===== src/common/wtc_consts.svh =====
`ifndef WTC_CONSTS_SVH
`define WTC_CONSTS_SVH
// Notes on behaviour
// - 8-bit variant decodes 257 wiper positions over a 256-element ladder.
// - 7-bit variant decodes 129 wiper positions over a 128-element ladder.
// - Exactly one tap switch closes, picked by the volatile wiper value.
// - Wiper value zero connects the wiper straight to terminal B.
// - Full-scale value, 100h or 80h, connects the wiper straight to terminal A.
// - Values above full scale also decode as full scale.
// - Increment ignored at or above full scale; decrement ignored at zero or above full scale.
// - Lock blocks serial changes to volatile wiper, stored wiper and terminal bits.
// - Two lock bits, one per network, each guarding only its own network.
// - Each lock covers stored wiper, volatile wiper and four terminal bits.
// - Lock bits change only through high-voltage step commands.
// - Lock bits survive supply and brown-out resets.
// - Supply or brown-out reset reloads volatile wiper from the stored wiper.
// - Power-down pin opens both A terminals and ties each wiper to its B.
// - Power-down pin leaves the serial port working and stored writes finishing.
// - Power-down pin keeps wiper and terminal bits; they govern again on release.
// - Each force-off bit gives its network the power-down pin arrangement.
// - While forced off, connect bits are ignored but kept, then govern again.
// - A, wiper and B connect bits gate each terminal independently.
// - Force-off bit acts on one network, pin on both; either source applies.
// - Device is a serial slave and never drives the serial clock.
// - Mode 0,0 or 1,1 chosen from clock level when chip select goes active.
// - A connect bit of one connects its pin, zero disconnects it.
`define WTC_FS8       10'h100
`define WTC_FS7       10'h080
`define WTC_TERMINAL_CONNECT_REG_RST  8'hFF
`define WTC_ADDR_VW0  4'h0
`define WTC_ADDR_VW1  4'h1
`define WTC_ADDR_NV0  4'h2
`define WTC_ADDR_NV1  4'h3
`define WTC_ADDR_TERMINAL_CONNECT_REG 4'h4
`define WTC_ADDR_LOCK 4'h5
`define WTC_TC_FORCE  3
`define WTC_TC_A      2
`define WTC_TC_W      1
`define WTC_TC_B      0
`define WTC_NET1_LSB  4
`endif


===== src/common/wtc_pkg.sv =====
package wtc_pkg;
  typedef enum logic [1:0] {
    OP_WRITE = 2'b00,
    OP_INC   = 2'b01,
    OP_DEC   = 2'b10,
    OP_READ  = 2'b11
  } op_t;
  typedef enum logic [1:0] {
    S_IDLE = 2'b00,
    S_CMD  = 2'b01,
    S_DATA = 2'b10
  } spi_state_t;
endpackage : wtc_pkg


===== src/core/wiper_network.sv =====
`timescale 1ns/100ps
`include "wtc_consts.svh"
module wiper_network import wtc_pkg::*; (
  input  wire logic [9:0]   wiper,
  input  wire logic         res_8bit,
  input  wire logic         pin_power_down_n,
  input  wire logic [3:0]   terminal_connect_reg_nib,
  output logic      [256:0] tap,
  output logic              conn_a,
  output logic              conn_w,
  output logic              conn_b
);
  logic [9:0] full;
  logic [9:0] pos;
  logic       forced;

  // Saturating decode; the reserved range collapses onto terminal A
  always_comb begin
    full   = res_8bit ? `WTC_FS8 : `WTC_FS7;
    pos    = (wiper >= full) ? full : wiper;
    forced = !pin_power_down_n || !terminal_connect_reg_nib[`WTC_TC_FORCE];
    tap    = '0;
    // One-hot by construction, so two switches can never short ladder nodes
    if (forced) begin
      tap[0] = 1'b1;
    end else begin
      tap[pos[8:0]] = 1'b1;
    end
    // Forcing overrides the connect bits without touching them
    conn_a = forced ? 1'b0 : terminal_connect_reg_nib[`WTC_TC_A];
    conn_w = forced ? 1'b1 : terminal_connect_reg_nib[`WTC_TC_W];
    conn_b = forced ? 1'b1 : terminal_connect_reg_nib[`WTC_TC_B];
  end
endmodule : wiper_network


===== src/core/wiper_terminal_control.sv =====
`timescale 1ns/100ps
`include "wtc_consts.svh"
module wiper_terminal_control import wtc_pkg::*; (
  input  wire logic         CLK_SYS,
  input  wire logic         RESETN,
  input  wire logic         CE,
  input  wire logic         SCK,
  input  wire logic         CS_N,
  input  wire logic         CS_HV,
  input  wire logic         SDI,
  input  wire logic         HW_POWER_DOWN_PIN_N,
  input  wire logic         RES_8BIT,
  input  wire logic [9:0]   NV_WIPER0,
  input  wire logic [9:0]   NV_WIPER1,
  input  wire logic [1:0]   NV_LOCK,
  output logic              NV_WR_EN,
  output logic      [3:0]   NV_WR_ADDR,
  output logic      [9:0]   NV_WR_DATA,
  output logic      [9:0]   WIPER0,
  output logic      [9:0]   WIPER1,
  output logic      [7:0]   TERMINAL_CONNECT_REG,
  output logic              LOCK_BIT_NET0,
  output logic              LOCK_BIT_NET1,
  output logic              SPI_MODE11,
  output logic      [256:0] NET0_TAP,
  output logic      [256:0] NET1_TAP,
  output logic              NET0_TERM_A,
  output logic              NET0_WIPER,
  output logic              NET0_TERM_B,
  output logic              NET1_TERM_A,
  output logic              NET1_WIPER,
  output logic              NET1_TERM_B
);

  typedef struct packed {
    logic [1:0]   cs_s;
    logic [1:0]   sck_s;
    logic [1:0]   sdi_s;
    logic [1:0]   hv_s;
    logic [1:0]   pd_s;
    logic [1:0]   res_s;
    logic         cs_d;
    logic         sck_d;
    spi_state_t   st;
    logic [2:0]   bit_cnt;
    logic [7:0]   shift;
    logic [7:0]   cmd_byte;
    logic         hv_frame;
    logic         mode11;
    logic         loaded;
    logic [9:0]   wiper0;
    logic [9:0]   wiper1;
    logic [7:0]   terminal_connect_reg;
    logic [1:0]   lock;
    logic         nv_wr_en;
    logic [3:0]   nv_wr_addr;
    logic [9:0]   nv_wr_data;
    logic [256:0] tap0;
    logic [256:0] tap1;
    logic [2:0]   conn0;
    logic [2:0]   conn1;
  } state_t;

  state_t       r;
  state_t       n;
  logic [9:0]   full_scale;
  logic         cs_fall;
  logic         sck_rise;
  logic         active;
  logic [7:0]   byte_in;
  logic [3:0]   addr_in;
  logic [9:0]   data_in;
  logic         wr_vw0;
  logic         wr_terminal_connect_reg;
  logic [256:0] tap0_c;
  logic [256:0] tap1_c;
  logic [2:0]   conn0_c;
  logic [2:0]   conn1_c;

  // Step with the limits of the decode map; reserved codes never move
  function automatic logic [9:0] wiper_step(input logic [9:0] v, input logic [9:0] fs, input logic up);
    if (up) begin
      wiper_step = (v >= fs) ? v : v + 10'h001;
    end else begin
      wiper_step = ((v == 10'h000) || (v > fs)) ? v : v - 10'h001;
    end
  endfunction : wiper_step

  // Edge detection looks at second synchroniser stages only
  assign full_scale = r.res_s[1] ? `WTC_FS8 : `WTC_FS7;
  assign active     = !r.cs_s[1];
  assign cs_fall    = r.cs_d && !r.cs_s[1];
  assign sck_rise   = !r.sck_d && r.sck_s[1];
  assign byte_in    = {r.shift[6:0], r.sdi_s[1]};
  assign addr_in    = byte_in[7:4];
  assign data_in    = {r.cmd_byte[1:0], byte_in};

  // Each network has its own decoder instance; only the nibble and wiper differ
  wiper_network u_net0 (
    .wiper            (r.wiper0),
    .res_8bit         (r.res_s[1]),
    .pin_power_down_n (r.pd_s[1]),
    .terminal_connect_reg_nib         (r.terminal_connect_reg[3:0]),
    .tap              (tap0_c),
    .conn_a           (conn0_c[2]),
    .conn_w           (conn0_c[1]),
    .conn_b           (conn0_c[0])
  );

  wiper_network u_net1 (
    .wiper            (r.wiper1),
    .res_8bit         (r.res_s[1]),
    .pin_power_down_n (r.pd_s[1]),
    .terminal_connect_reg_nib         (r.terminal_connect_reg[7:4]),
    .tap              (tap1_c),
    .conn_a           (conn1_c[2]),
    .conn_w           (conn1_c[1]),
    .conn_b           (conn1_c[0])
  );

  // Next-state logic; the power-down pin reaches only pd_s and the tap and connect copies, never serial decoding
  always_comb begin
    n            = r;
    wr_vw0       = 1'b0;
    wr_terminal_connect_reg      = 1'b0;
    n.nv_wr_en   = 1'b0;
    n.cs_s       = {r.cs_s[0], CS_N};
    n.sck_s      = {r.sck_s[0], SCK};
    n.sdi_s      = {r.sdi_s[0], SDI};
    n.hv_s       = {r.hv_s[0], CS_HV};
    n.pd_s       = {r.pd_s[0], HW_POWER_DOWN_PIN_N};
    n.res_s      = {r.res_s[0], RES_8BIT};
    n.cs_d       = r.cs_s[1];
    n.sck_d      = r.sck_s[1];
    n.tap0       = tap0_c;
    n.tap1       = tap1_c;
    n.conn0      = conn0_c;
    n.conn1      = conn1_c;
    if (!r.loaded) begin
      // Recall after reset release; locks live outside and are only read back
      n.wiper0 = NV_WIPER0;
      n.wiper1 = NV_WIPER1;
      n.lock   = NV_LOCK;
      n.loaded = 1'b1;
    end else if (!active) begin
      // A raised select drops any partial byte
      n.st = S_IDLE;
    end else if (cs_fall) begin
      // Mode and high-voltage level are latched once, at the select edge
      n.mode11   = r.sck_s[1];
      n.hv_frame = r.hv_s[1];
      n.st       = S_CMD;
      n.bit_cnt  = 3'h0;
    end else if (sck_rise && (r.st != S_IDLE)) begin
      // Serial decoding carries on while powered down
      n.shift   = byte_in;
      n.bit_cnt = r.bit_cnt + 3'h1;
      if (r.bit_cnt == 3'h7) begin
        unique case (r.st)
          S_IDLE: begin
            n.st = S_IDLE;
          end
          S_CMD: begin
            if (byte_in[3:2] == OP_WRITE) begin
              n.cmd_byte = byte_in;
              n.st       = S_DATA;
            end else if ((byte_in[3:2] == OP_INC) || (byte_in[3:2] == OP_DEC)) begin
              if (r.hv_frame) begin
                // Only a high-voltage step on a stored wiper address moves a lock
                if ((addr_in == `WTC_ADDR_NV0) || (addr_in == `WTC_ADDR_NV1)) begin
                  n.lock[addr_in[0]] = (byte_in[3:2] == OP_DEC);
                  n.nv_wr_en         = 1'b1;
                  n.nv_wr_addr       = `WTC_ADDR_LOCK;
                  n.nv_wr_data       = {8'h00, n.lock};
                end
              end else if ((addr_in == `WTC_ADDR_VW0) && !r.lock[0]) begin
                n.wiper0 = wiper_step(r.wiper0, full_scale, byte_in[3:2] == OP_INC);
              end else if ((addr_in == `WTC_ADDR_VW1) && !r.lock[1]) begin
                n.wiper1 = wiper_step(r.wiper1, full_scale, byte_in[3:2] == OP_INC);
              end
            end
          end
          // Second byte of a write carries the low eight value bits
          S_DATA: begin
            n.st = S_CMD;
            unique case (r.cmd_byte[7:4])
              `WTC_ADDR_VW0: begin
                if (!r.lock[0]) begin
                  n.wiper0 = data_in;
                  wr_vw0   = 1'b1;
                end
              end
              `WTC_ADDR_VW1: begin
                if (!r.lock[1]) begin
                  n.wiper1 = data_in;
                end
              end
              `WTC_ADDR_NV0, `WTC_ADDR_NV1: begin
                if (!r.lock[r.cmd_byte[4]]) begin
                  n.nv_wr_en   = 1'b1;
                  n.nv_wr_addr = r.cmd_byte[7:4];
                  n.nv_wr_data = data_in;
                end
              end
              `WTC_ADDR_TERMINAL_CONNECT_REG: begin
                // Each nibble is guarded by its own network's lock
                wr_terminal_connect_reg = !r.lock[0];
                if (!r.lock[0]) begin
                  n.terminal_connect_reg[3:0] = data_in[3:0];
                end
                if (!r.lock[1]) begin
                  n.terminal_connect_reg[7:4] = data_in[7:4];
                end
              end
              default: begin
                // Lock location and unmapped addresses take no plain write
                n.st = S_CMD;
              end
            endcase
          end
          default: begin
            n.st = S_IDLE;
          end
        endcase
      end
    end
  end

  // State register; clock enable low freezes everything
  always_ff @(posedge CLK_SYS or negedge RESETN) begin
    if (!RESETN) begin
      // Select and power-down synchronisers start high, so no false edge follows reset
      r      <= '0;
      r.terminal_connect_reg <= `WTC_TERMINAL_CONNECT_REG_RST;
      r.cs_s <= 2'b11;
      r.cs_d <= 1'b1;
      r.pd_s <= 2'b11;
    end else if (CE) begin
      r <= n;
    end
  end

  // Outputs come straight from the state register
  assign NV_WR_EN             = r.nv_wr_en;
  assign NV_WR_ADDR           = r.nv_wr_addr;
  assign NV_WR_DATA           = r.nv_wr_data;
  assign WIPER0               = r.wiper0;
  assign WIPER1               = r.wiper1;
  assign TERMINAL_CONNECT_REG = r.terminal_connect_reg;
  assign LOCK_BIT_NET0        = r.lock[0];
  assign LOCK_BIT_NET1        = r.lock[1];
  assign SPI_MODE11           = r.mode11;
  assign NET0_TAP             = r.tap0;
  assign NET1_TAP             = r.tap1;
  assign NET0_TERM_A          = r.conn0[2];
  assign NET0_WIPER           = r.conn0[1];
  assign NET0_TERM_B          = r.conn0[0];
  assign NET1_TERM_A          = r.conn1[2];
  assign NET1_WIPER           = r.conn1[1];
  assign NET1_TERM_B          = r.conn1[0];

  // Checks on the tap decode
  a_tap_onehot: assert property (@(posedge CLK_SYS) disable iff (!RESETN)
    r.loaded |-> ($onehot(r.tap0) && $onehot(r.tap1)))
    else $error("tap select not one-hot");

  a_zero_to_b: assert property (@(posedge CLK_SYS) disable iff (!RESETN)
    (CE && r.loaded && (r.wiper0 == 10'h000)) |=> r.tap0[0])
    else $error("zero wiper not on terminal B");

  a_full_to_a: assert property (@(posedge CLK_SYS) disable iff (!RESETN)
    (CE && r.res_s[1] && r.pd_s[1] && r.terminal_connect_reg[3] && (r.wiper0 >= 10'h100)) |=> r.tap0[256])
    else $error("full scale not on terminal A");

  a_full_to_a7: assert property (@(posedge CLK_SYS) disable iff (!RESETN)
    (CE && !r.res_s[1] && r.pd_s[1] && r.terminal_connect_reg[3] && (r.wiper0 >= 10'h080)) |=> r.tap0[128])
    else $error("7-bit full scale not on terminal A");

  // Checks on stepping limits and locking
  a_inc_at_full: assert property (@(posedge CLK_SYS) disable iff (!RESETN)
    (CE && r.loaded && !wr_vw0 && (r.wiper0 >= full_scale)) |=> (r.wiper0 <= $past(r.wiper0)))
    else $error("increment moved wiper past full scale");

  a_dec_at_zero: assert property (@(posedge CLK_SYS) disable iff (!RESETN)
    (CE && r.loaded && !wr_vw0 && ((r.wiper0 == 10'h000) || (r.wiper0 > full_scale)))
    |=> (r.wiper0 >= $past(r.wiper0)))
    else $error("decrement moved wiper from zero or reserved code");

  a_lock_holds: assert property (@(posedge CLK_SYS) disable iff (!RESETN)
    (CE && r.loaded && r.lock[0]) |=> ($stable(r.wiper0) && $stable(r.terminal_connect_reg[3:0])))
    else $error("locked network changed");

  a_reload: assert property (@(posedge CLK_SYS) disable iff (!RESETN)
    $rose(r.loaded) |-> ((r.wiper0 == $past(NV_WIPER0)) && (r.lock == $past(NV_LOCK))))
    else $error("reset recall wrong");

  // Checks on power-down, terminal gating and mode pick
  a_pin_down: assert property (@(posedge CLK_SYS) disable iff (!RESETN)
    (CE && !r.pd_s[1]) |=> (!r.conn0[2] && !r.conn1[2] && r.tap0[0] && r.tap1[0]))
    else $error("pin power-down arrangement wrong");

  a_force_off: assert property (@(posedge CLK_SYS) disable iff (!RESETN)
    (CE && !r.terminal_connect_reg[3]) |=> (!r.conn0[2] && r.conn0[0] && r.tap0[0]))
    else $error("force-off arrangement wrong");

  a_bits_gate: assert property (@(posedge CLK_SYS) disable iff (!RESETN)
    (CE && r.pd_s[1] && r.terminal_connect_reg[3]) |=> (r.conn0 == $past(r.terminal_connect_reg[2:0])))
    else $error("connect bits not in control");

  a_mode_pick: assert property (@(posedge CLK_SYS) disable iff (!RESETN)
    (CE && r.loaded && active && cs_fall) |=> (r.mode11 == $past(r.sck_s[1])))
    else $error("mode not taken from clock level");

  // Checks on the second network and the lock path
  a_lock1_holds: assert property (@(posedge CLK_SYS) disable iff (!RESETN)
    (CE && r.loaded && r.lock[1]) |=> ($stable(r.wiper1) && $stable(r.terminal_connect_reg[7:4])))
    else $error("locked second network changed");

  a_force_off1: assert property (@(posedge CLK_SYS) disable iff (!RESETN)
    (CE && !r.terminal_connect_reg[7]) |=> (!r.conn1[2] && r.conn1[1] && r.conn1[0] && r.tap1[0]))
    else $error("second force-off arrangement wrong");

  a_bits_gate1: assert property (@(posedge CLK_SYS) disable iff (!RESETN)
    (CE && r.pd_s[1] && r.terminal_connect_reg[7]) |=> (r.conn1 == $past(r.terminal_connect_reg[6:4])))
    else $error("second connect bits not in control");

  a_zero_to_b1: assert property (@(posedge CLK_SYS) disable iff (!RESETN)
    (CE && r.loaded && (r.wiper1 == 10'h000)) |=> r.tap1[0])
    else $error("second zero wiper not on terminal B");

  a_full_to_a1: assert property (@(posedge CLK_SYS) disable iff (!RESETN)
    (CE && r.res_s[1] && r.pd_s[1] && r.terminal_connect_reg[7] && (r.wiper1 >= 10'h100)) |=> r.tap1[256])
    else $error("second full scale not on terminal A");

  a_nv_locked: assert property (@(posedge CLK_SYS) disable iff (!RESETN)
    (CE && r.loaded && r.lock[0]) |=> !(r.nv_wr_en && (r.nv_wr_addr == `WTC_ADDR_NV0)))
    else $error("stored wiper written while locked");

  a_lock_plain: assert property (@(posedge CLK_SYS) disable iff (!RESETN)
    (CE && r.loaded && !r.hv_frame) |=> $stable(r.lock))
    else $error("lock changed outside a high-voltage frame");

  a_terminal_connect_reg_write: assert property (@(posedge CLK_SYS) disable iff (!RESETN)
    (CE && wr_terminal_connect_reg) |=> (r.terminal_connect_reg[3:0] == $past(data_in[3:0])))
    else $error("terminal bits not written");

endmodule : wiper_terminal_control


===== config.mk =====
export PLATFORM = sky130hd
export DESIGN_NAME = wiper_terminal_control
export DESIGN_NICKNAME = d
export VERILOG_FILES = /design/src/common/wtc_pkg.sv /design/src/core/wiper_network.sv /design/src/core/wiper_terminal_control.sv
export VERILOG_INCLUDE_DIRS = /design/src /design/src/common
export SDC_FILE = /design/constraint.sdc
export NUM_CORES = 1
export LEC_CHECK = 0
export BUFFER_PORTS_ARGS = -buffer_cell sky130_fd_sc_hd__clkbuf_2
export CAP_MARGIN = 40
export CORE_UTILIZATION = 33
export CTS_BUF_LIST = sky130_fd_sc_hd__clkbuf_16
export DETAILED_ROUTE_END_ITERATION = 12
export SKIP_LAST_GASP = 1
export SLEW_MARGIN = 25
export SYNTH_ARGS = -nofsm -noshare
export SYNTH_HDL_FRONTEND = slang
export SYNTH_SLANG_ARGS = --single-unit

===== constraint.sdc =====
create_clock -name CLK_SYS -period 5.05 [get_ports CLK_SYS]
set_input_delay 0.2525 -clock CLK_SYS [delete_from_list [all_inputs] [get_ports CLK_SYS]]
set_output_delay 0.2525 -clock CLK_SYS [all_outputs]
set_load 0.05 [all_outputs]

Word-level counts from Yosys, hierarchy flattened
Cells that the tools add are included.

storage, ports and cells
  word-level logic and storage cells = 200
  register bits = 603
  input port bits = 31
  output and inout port bits = 566

cells by class
  bitwise logic cells = 4
  add/sub/neg operators = 5
  reductions and logical operators = 43
  $lt $le $gt $ge = 11
  mux-type cells = 67
  eq/ne operators = 43

operator list
  kind                     number
  $mux W256                2
  $mux W45                 4
  $mux W10                 13
  $mux W20                 4
  $mux W17                 4
  $mux W15                 3
  $mux W8                  5
  $pmux W20 S2             1
  $pmux W15 S2             1
  $mux W9                  3
  $ne A3 B3 Y1 const B     8
  $mux W21                 1
  $add A10 B1 Y10 const B  2
  $ge A10 B9 Y1            2
  $gt A10 B9 Y1            2
  $logic_not A10 Y1        2
  $lt A9 B10 Y1 const B    2
  $ne A4 B4 Y1 const B     5
  $sub A10 B1 Y10 const B  2
  $demux W1 S9             2
  $ge A9 B1 Y1 const B     2
  $reduce_and A9 Y1        2
  $eq A4 B2 Y1 const B     4
  $ne A2 B2 Y1 const B     8
  other kinds (34)         89

Longest topological paths before layout
  depth after elaboration = 16
  gate-level depth with buffers = 11

Modules after synthesis
From an unflattened synthesis, not the netlist that was laid out.

second synthesis, totals
  cell total of the unflattened synthesis = 2979
  area total of the unflattened synthesis = 32117.1 µm²

by module, submodules not included
  module                  area each (µm²)  times used  seq. area each (µm²)  cells an instance
  wiper_terminal_control  28053.2          1           15030.7               2123
  wiper_network (u_net0)  2112.0           1           0.0                   434
  wiper_network (u_net1)  1951.9           1           0.0                   422

Least setup slack after synthesis
Ideal clock, no wire load.

  kind = reg-to-reg
  from = reg r (netlist bit byte_in[3])
  to = reg r (netlist bit WIPER1[8])
  setup slack = 2.028 ns
  stages on the path, launching flop included = 11
  buffers on the path = 0
  clock period less this slack = 3.022 ns
  library setup time = 0.128 ns
  arrival time = 2.895 ns
  cells stage by stage = dfrtp_1 inv_1 ha_1 inv_1 fa_1 a21o_1 a211o_1 a2111oi_0 or4b_1 nand3_1 mux2_1

between the ends
  cells in the longest elaborated chain, start to end = 13

RTL lines
  item                      line                                                          text
  start: declaration        wiper_terminal_control.sv:64                                  state_t r;
  start signal: assignment  wiper_terminal_control.sv:239                                 r <= n;
  $eq A2 B1 Y1              wiper_terminal_control.sv:167, wiper_terminal_control.sv:179
  $mux W10                  wiper_terminal_control.sv:82                                  if (up) begin
  $mux W10                  wiper_terminal_control.sv:178                                 end else if ((addr_in == `WTC_ADDR_VW1) && !r.lock[1]) begin
  $mux W10                  wiper_terminal_control.sv:176                                 end else if ((addr_in == `WTC_ADDR_VW0) && !r.lock[0]) begin
  $mux W20                  wiper_terminal_control.sv:168                                 if (r.hv_frame) begin
  $mux W20                  wiper_terminal_control.sv:167                                 end else if ((byte_in[3:2] == OP_INC) || (byte_in[3:2] == OP_DEC)) begin
  $mux W20                  wiper_terminal_control.sv:164                                 if (byte_in[3:2] == OP_WRITE) begin
  $pmux W20 S2              wiper_terminal_control.sv:159                                 unique case (r.st)
  $mux W45                  wiper_terminal_control.sv:158                                 if (r.bit_cnt == 3'h7) begin
  $mux W45                  wiper_terminal_control.sv:154                                 end else if (sck_rise && (r.st != S_IDLE)) begin
  $mux W45                  wiper_terminal_control.sv:148                                 end else if (cs_fall) begin
  $mux W45                  wiper_terminal_control.sv:145                                 end else if (!active) begin
  $mux W20                  wiper_terminal_control.sv:139                                 if (!r.loaded) begin

Parallel ways exist; a longest one is shown, timed or not. The select of a mux whose other input is x is not followed.
A chain may end at the register's enable or synchronous reset.

Worst setup path after layout
Same ends and word-level chain as after synthesis.

==> metrics.txt <==
# TYPE chip_impl_metric gauge
chip_impl_metric{name="fin_crit",unit="ps"} 3760
chip_impl_metric{name="timing.final.ws_setup",unit="ps"} 1290
chip_impl_metric{name="core.rowCount",unit=""} 105
chip_impl_metric{name="initial_utilization",unit="%"} 33.5
chip_impl_metric{name="cts-htree-levels",unit=""} 3
chip_impl_metric{name="worstMarginPinSlew",unit="ps"} 1070
chip_impl_metric{name="grt_pass1_wl",unit="um"} 128000
chip_impl_metric{name="maxSlewHeadroom",unit="%"} 28.6
chip_impl_metric{name="cellLeakagePower",unit="nW"} 14.4
chip_impl_info{name="whs_endpoint",value="WIPER1[3]"} 1
chip_impl_metric{name="antenna_found_initial",unit=""} 0
chip_impl_info{name="regToRegEndpoint",value="WIPER1[8]"} 1
chip_impl_metric{name="wl_met1",unit="um"} 36000
chip_impl_metric{name="finalSetupViolations",unit=""} 0
chip_impl_metric{name="routed_wl_per_cell",unit="um"} 24.9
chip_impl_metric{name="cts_sinks",unit=""} 600
chip_impl_metric{name="fin_crit_sh",unit="%"} 74.4
chip_impl_metric{name="numPlacedInstances",unit=""} 3312
chip_impl_metric{name="postSynthRegisterBits",unit=""} 600
chip_impl_metric{name="critPathBufInv",unit=""} 2
chip_impl_metric{name="async_flop_share",unit="%"} 100
chip_impl_metric{name="finClkSkew",unit="ps"} 31.6
chip_impl_metric{name="postSynthNetCount",unit=""} 2355
chip_impl_metric{name="grt_pass1_vias",unit=""} 18500
chip_impl_metric{name="worst-path-max-fanout",unit=""} 20
chip_impl_metric{name="grt_start_max_net_pins",unit=""} 206
chip_impl_metric{name="avgSynthCellArea",unit="um2"} 12.1
chip_impl_info{name="most_frequent_cells_in_the_layout",value="sky130_fd_sc_hd__clkbuf_2, sky130_fd_sc_hd__dfrtp_1, sky130_fd_sc_hd__o2bb2ai_1"} 1
chip_impl_info{name="outcome",value="completed"} 1
chip_impl_metric{name="edff_count_synth",unit=""} 0
chip_impl_metric{name="detail_route.first_pass.iterations",unit=""} 5
chip_impl_metric{name="post_cts_resize_count",unit=""} 0
chip_impl_metric{name="met3_length",unit="um"} 5700
chip_impl_metric{name="finish.instance_area",unit="um2"} 30400
chip_impl_metric{name="maxCapViolations",unit=""} 0
chip_impl_metric{name="detailroute.via_count",unit=""} 18400
chip_impl_metric{name="setup-tns-final",unit="ps"} 0
chip_impl_metric{name="clock_latency",unit="ps"} 630
chip_impl_metric{name="clk_pin_slew",unit="ps"} 60
chip_impl_metric{name="routed_wirelength",unit="um"} 86300
chip_impl_metric{name="grt_util_all_layers",unit="%"} 19.8
chip_impl_metric{name="worst_hold_path.num_cells",unit=""} 3
chip_impl_metric{name="yosys.cell_types.count",unit=""} 73
chip_impl_info{name="worstSetupEndpointType",value="flip-flop"} 1
chip_impl_metric{name="max-clock-path-buffers",unit=""} 3
chip_impl_metric{name="cts-buffers-inserted",unit=""} 70
chip_impl_info{name="critical_path_class",value="flip-flop to flip-flop"} 1
chip_impl_info{name="topRoutingLayerUsed",value="met4"} 1
chip_impl_info{name="worstSetupStartpointType",value="flip-flop"} 1
chip_impl_metric{name="die_area",unit="um2"} 85000
chip_impl_metric{name="timing_max_transition_violations_final",unit=""} 0
chip_impl_metric{name="placedInstanceArea",unit="um2"} 27800
chip_impl_metric{name="critPathArrivalTime",unit="ps"} 4260
chip_impl_metric{name="netlist_area",unit="um2"} 27700
chip_impl_metric{name="place_hpwl",unit="um"} 60000
chip_impl_metric{name="vdd.ir_drop.worst",unit="mV"} 0.225
chip_impl_metric{name="rr_worst_depth",unit=""} 10
chip_impl_info{name="min-delay-path-class",value="input port to flip-flop"} 1
chip_impl_info{name="rr_startpoint",value="byte_in[3]"} 1
chip_impl_metric{name="final_hold_viol_count",unit=""} 0
chip_impl_info{name="grt_setup_unrepaired",value="false"} 1
chip_impl_metric{name="max_stage_delay",unit="ps"} 630
chip_impl_metric{name="port-buffer-count",unit=""} 596
chip_impl_metric{name="chipWidth",unit="um"} 292
chip_impl_info{name="hp-start",value="NV_WIPER1[3]"} 1
chip_impl_metric{name="antenna_cells",unit=""} 0
chip_impl_metric{name="regToRegSetupSlack",unit="ps"} 1290
chip_impl_metric{name="yosysSeqAreaShare",unit="%"} 54.3
chip_impl_metric{name="drc_errors",unit=""} 0
chip_impl_metric{name="floorplan.io_pins",unit=""} 597
chip_impl_metric{name="synth_warnings",unit=""} 0
chip_impl_metric{name="core-area",unit="um2"} 82500
chip_impl_info{name="clock-root-buffer",value="sky130_fd_sc_hd__clkbuf_16"} 1
chip_impl_metric{name="finalNetCount",unit=""} 2399
chip_impl_metric{name="dp_worst_setup_slack",unit="ps"} 1390
chip_impl_metric{name="syn_to_final_growth",unit="%"} 10.0
chip_impl_info{name="tritoncts",value="yes"} 1
chip_impl_metric{name="share_of_layout_cells_above_drive_strength_1",unit="%"} 34.8
chip_impl_metric{name="routabilityCongestion",unit=""} 0.839
chip_impl_info{name="final_common_cell",value="sky130_fd_sc_hd__clkbuf_2"} 1
chip_impl_info{name="path_cells",value="inv_1 > ha_1 > inv_1 > fa_1 > a21o_1 > a211o_1 > a2111oi_0 > or4b_1 > nand3_1 > mux2_1"} 1
chip_impl_info{name="crit_family",value="compound AO/OA/AOI/OAI gates"} 1
chip_impl_metric{name="finalNonFillerCells",unit=""} 3460
chip_impl_metric{name="die_y",unit="um"} 292
chip_impl_info{name="timing.critical_path.mode_cell",value="sky130_fd_sc_hd__inv_1"} 1
chip_impl_metric{name="worst-endpoint-required",unit="ps"} 5550
chip_impl_metric{name="synth_cells",unit=""} 2292
chip_impl_metric{name="violation_count_after_the_first_detailed_route_iteration",unit=""} 1479
chip_impl_metric{name="clock.fmax",unit="MHz"} 266
chip_impl_info{name="synth-main-ff-cell",value="sky130_fd_sc_hd__dfrtp_1"} 1
chip_impl_metric{name="wl_met2",unit="um"} 41100
chip_impl_info{name="crit_slowest_cell",value="sky130_fd_sc_hd__a2111oi_0"} 1
chip_impl_metric{name="via_per_inst",unit=""} 5.33
chip_impl_metric{name="power.density",unit="nW/um2"} 355
chip_impl_metric{name="final_antenna_net_count",unit=""} 0
chip_impl_metric{name="grt_remaining_overflow",unit=""} 0
-- Yosys cell counts (4+ instances only) --
cell type / count / area share, %
sky130_fd_sc_hd__dfrtp_1: 587 / 53
sky130_fd_sc_hd__buf_4: 556 / 15
sky130_fd_sc_hd__o2bb2ai_1: 521 / 16
sky130_fd_sc_hd__clkbuf_1: 109 / 1.5
sky130_fd_sc_hd__nand2_1: 63 / 0.85
sky130_fd_sc_hd__nand3_1: 47 / 0.85
sky130_fd_sc_hd__mux2_2: 38 / 1.5
sky130_fd_sc_hd__buf_2: 34 / 0.61
sky130_fd_sc_hd__nor2_1: 32 / 0.43
sky130_fd_sc_hd__ha_1: 30 / 1.4
sky130_fd_sc_hd__o21ai_0: 23 / 0.42
sky130_fd_sc_hd__a21oi_1: 21 / 0.38
sky130_fd_sc_hd__inv_1: 19 / 0.26
sky130_fd_sc_hd__nand4_1: 14 / 0.32
sky130_fd_sc_hd__dfstp_2: 13 / 1.2
sky130_fd_sc_hd__nor2b_1: 12 / 0.27
sky130_fd_sc_hd__a22o_1: 10 / 0.32
sky130_fd_sc_hd__o211ai_1: 10 / 0.27
sky130_fd_sc_hd__mux2i_1: 9 / 0.33
sky130_fd_sc_hd__a21o_1: 8 / 0.22
sky130_fd_sc_hd__a31oi_1: 8 / 0.18
sky130_fd_sc_hd__mux2_1: 8 / 0.33
sky130_fd_sc_hd__xnor2_1: 8 / 0.25
sky130_fd_sc_hd__nor3_1: 7 / 0.13
sky130_fd_sc_hd__a222oi_1: 6 / 0.22
sky130_fd_sc_hd__and3_1: 6 / 0.14
sky130_fd_sc_hd__nor4_1: 6 / 0.14
sky130_fd_sc_hd__o22a_1: 6 / 0.19
sky130_fd_sc_hd__xor2_1: 5 / 0.16
sky130_fd_sc_hd__a22oi_1: 4 / 0.11
sky130_fd_sc_hd__a41oi_1: 4 / 0.13
-- per-layer routing --
layer,vias up,GRT usage (%)
met5,-,0
met4,0,8.43
met3,167,3.75
met2,802,31.8
met1,9551,26.1
li1,7912,-
-- cell type report --
cell class	count	area, um2
fillers	7975	52100
flip-flops and latches	600	15000
multi-input cells	970	7810
repair buffers	673	3820
clock buffers	70	1750
well taps	1070	1340
clock inverters	56	609
inverters	21	86.3
-- cells by family (layout without fill, tap and decap cells) --
family | after synthesis | in the layout | share of synthesized area, %
buffers and inverters | 722 | 820 | 17.5
AOI/OAI and AO/OA | 648 | 648 | 19.9
DFF | 600 | 600 | 54.3
and+or+nand+nor | 222 | 222 | 4.18
muxes | 55 | 55 | 2.20
adders and majority gates | 32 | 32 | 1.50
xor gates and xnor gates | 13 | 13 | 0.411
-- power breakdown --
group / internal [mW] / switching (mW) / leakage (nW) / total (mW)
Clock: 3.03 / 2.16 / 1.20 / 5.19
Combinational: 0.221 / 0.475 / 4.99 / 0.696
Sequential: 4.86 / 0.0613 / 8.24 / 4.92
-- how the worst max path moves through the flow --
stage | start | endpoint | slack, ps | cells after the start
2_1_floorplan | byte_in[3] | WIPER1[8] | 2030 | 10
3_3_place_gp | byte_in[3] | WIPER1[8] | 1610 | 10
3_5_place_dp | byte_in[3] | WIPER1[8] | 1390 | 10
4_1_cts | byte_in[3] | WIPER1[8] | 1370 | 10
5_1_grt | byte_in[3] | WIPER1[8] | 1080 | 10
6_report | byte_in[3] | WIPER1[8] | 1290 | 10
-- flip-flops by register name (all words and copies together) (netlist names) --
name / flops
WIPER1: 10
NET0_TERM_B: 1
r: 16
byte_in: 4
NET1_TAP: 257
NET1_TERM_A: 1
LOCK_BIT_NET1: 1
addr_in: 4
LOCK_BIT_NET0: 1
data_in: 2
NET1_TERM_B: 1
TERMINAL_CONNECT_REG: 8
n: 8
NV_WR_DATA: 10
WIPER0: 10
SPI_MODE11: 1
NET1_WIPER: 1
NET0_TAP: 257
NV_WR_EN: 1
NV_WR_ADDR: 4
NET0_WIPER: 1
NET0_TERM_A: 1
-- per-stage QoR --
step                hold slack, ps  util [%]  power, mW
finish                        29.7      36.9       10.8
global route                  16.3      36.9       11.2
CTS                          0.569      36.8       10.9
detailed placement             368      33.7       5.68
global placement               356      33.4       5.65
floorplan                    -43.1         -       5.41
-- worst register-to-register path, stage by stage (launching register included) --
cell and delay, ps:
sky130_fd_sc_hd__dfrtp_1 470, sky130_fd_sc_hd__inv_1 150, sky130_fd_sc_hd__ha_1 320, sky130_fd_sc_hd__inv_1 410, sky130_fd_sc_hd__fa_1 560, sky130_fd_sc_hd__a21o_1 210, sky130_fd_sc_hd__a211o_1 310, sky130_fd_sc_hd__a2111oi_0 630
sky130_fd_sc_hd__or4b_1 220, sky130_fd_sc_hd__nand3_1 70, sky130_fd_sc_hd__mux2_1 290
-- timing repair --
action,in CTS,in global routing
endpoints found under the hold margin,106,0
hold buffers,14,0
setup buffers,0,0
(Power assumes the default switching activity.)
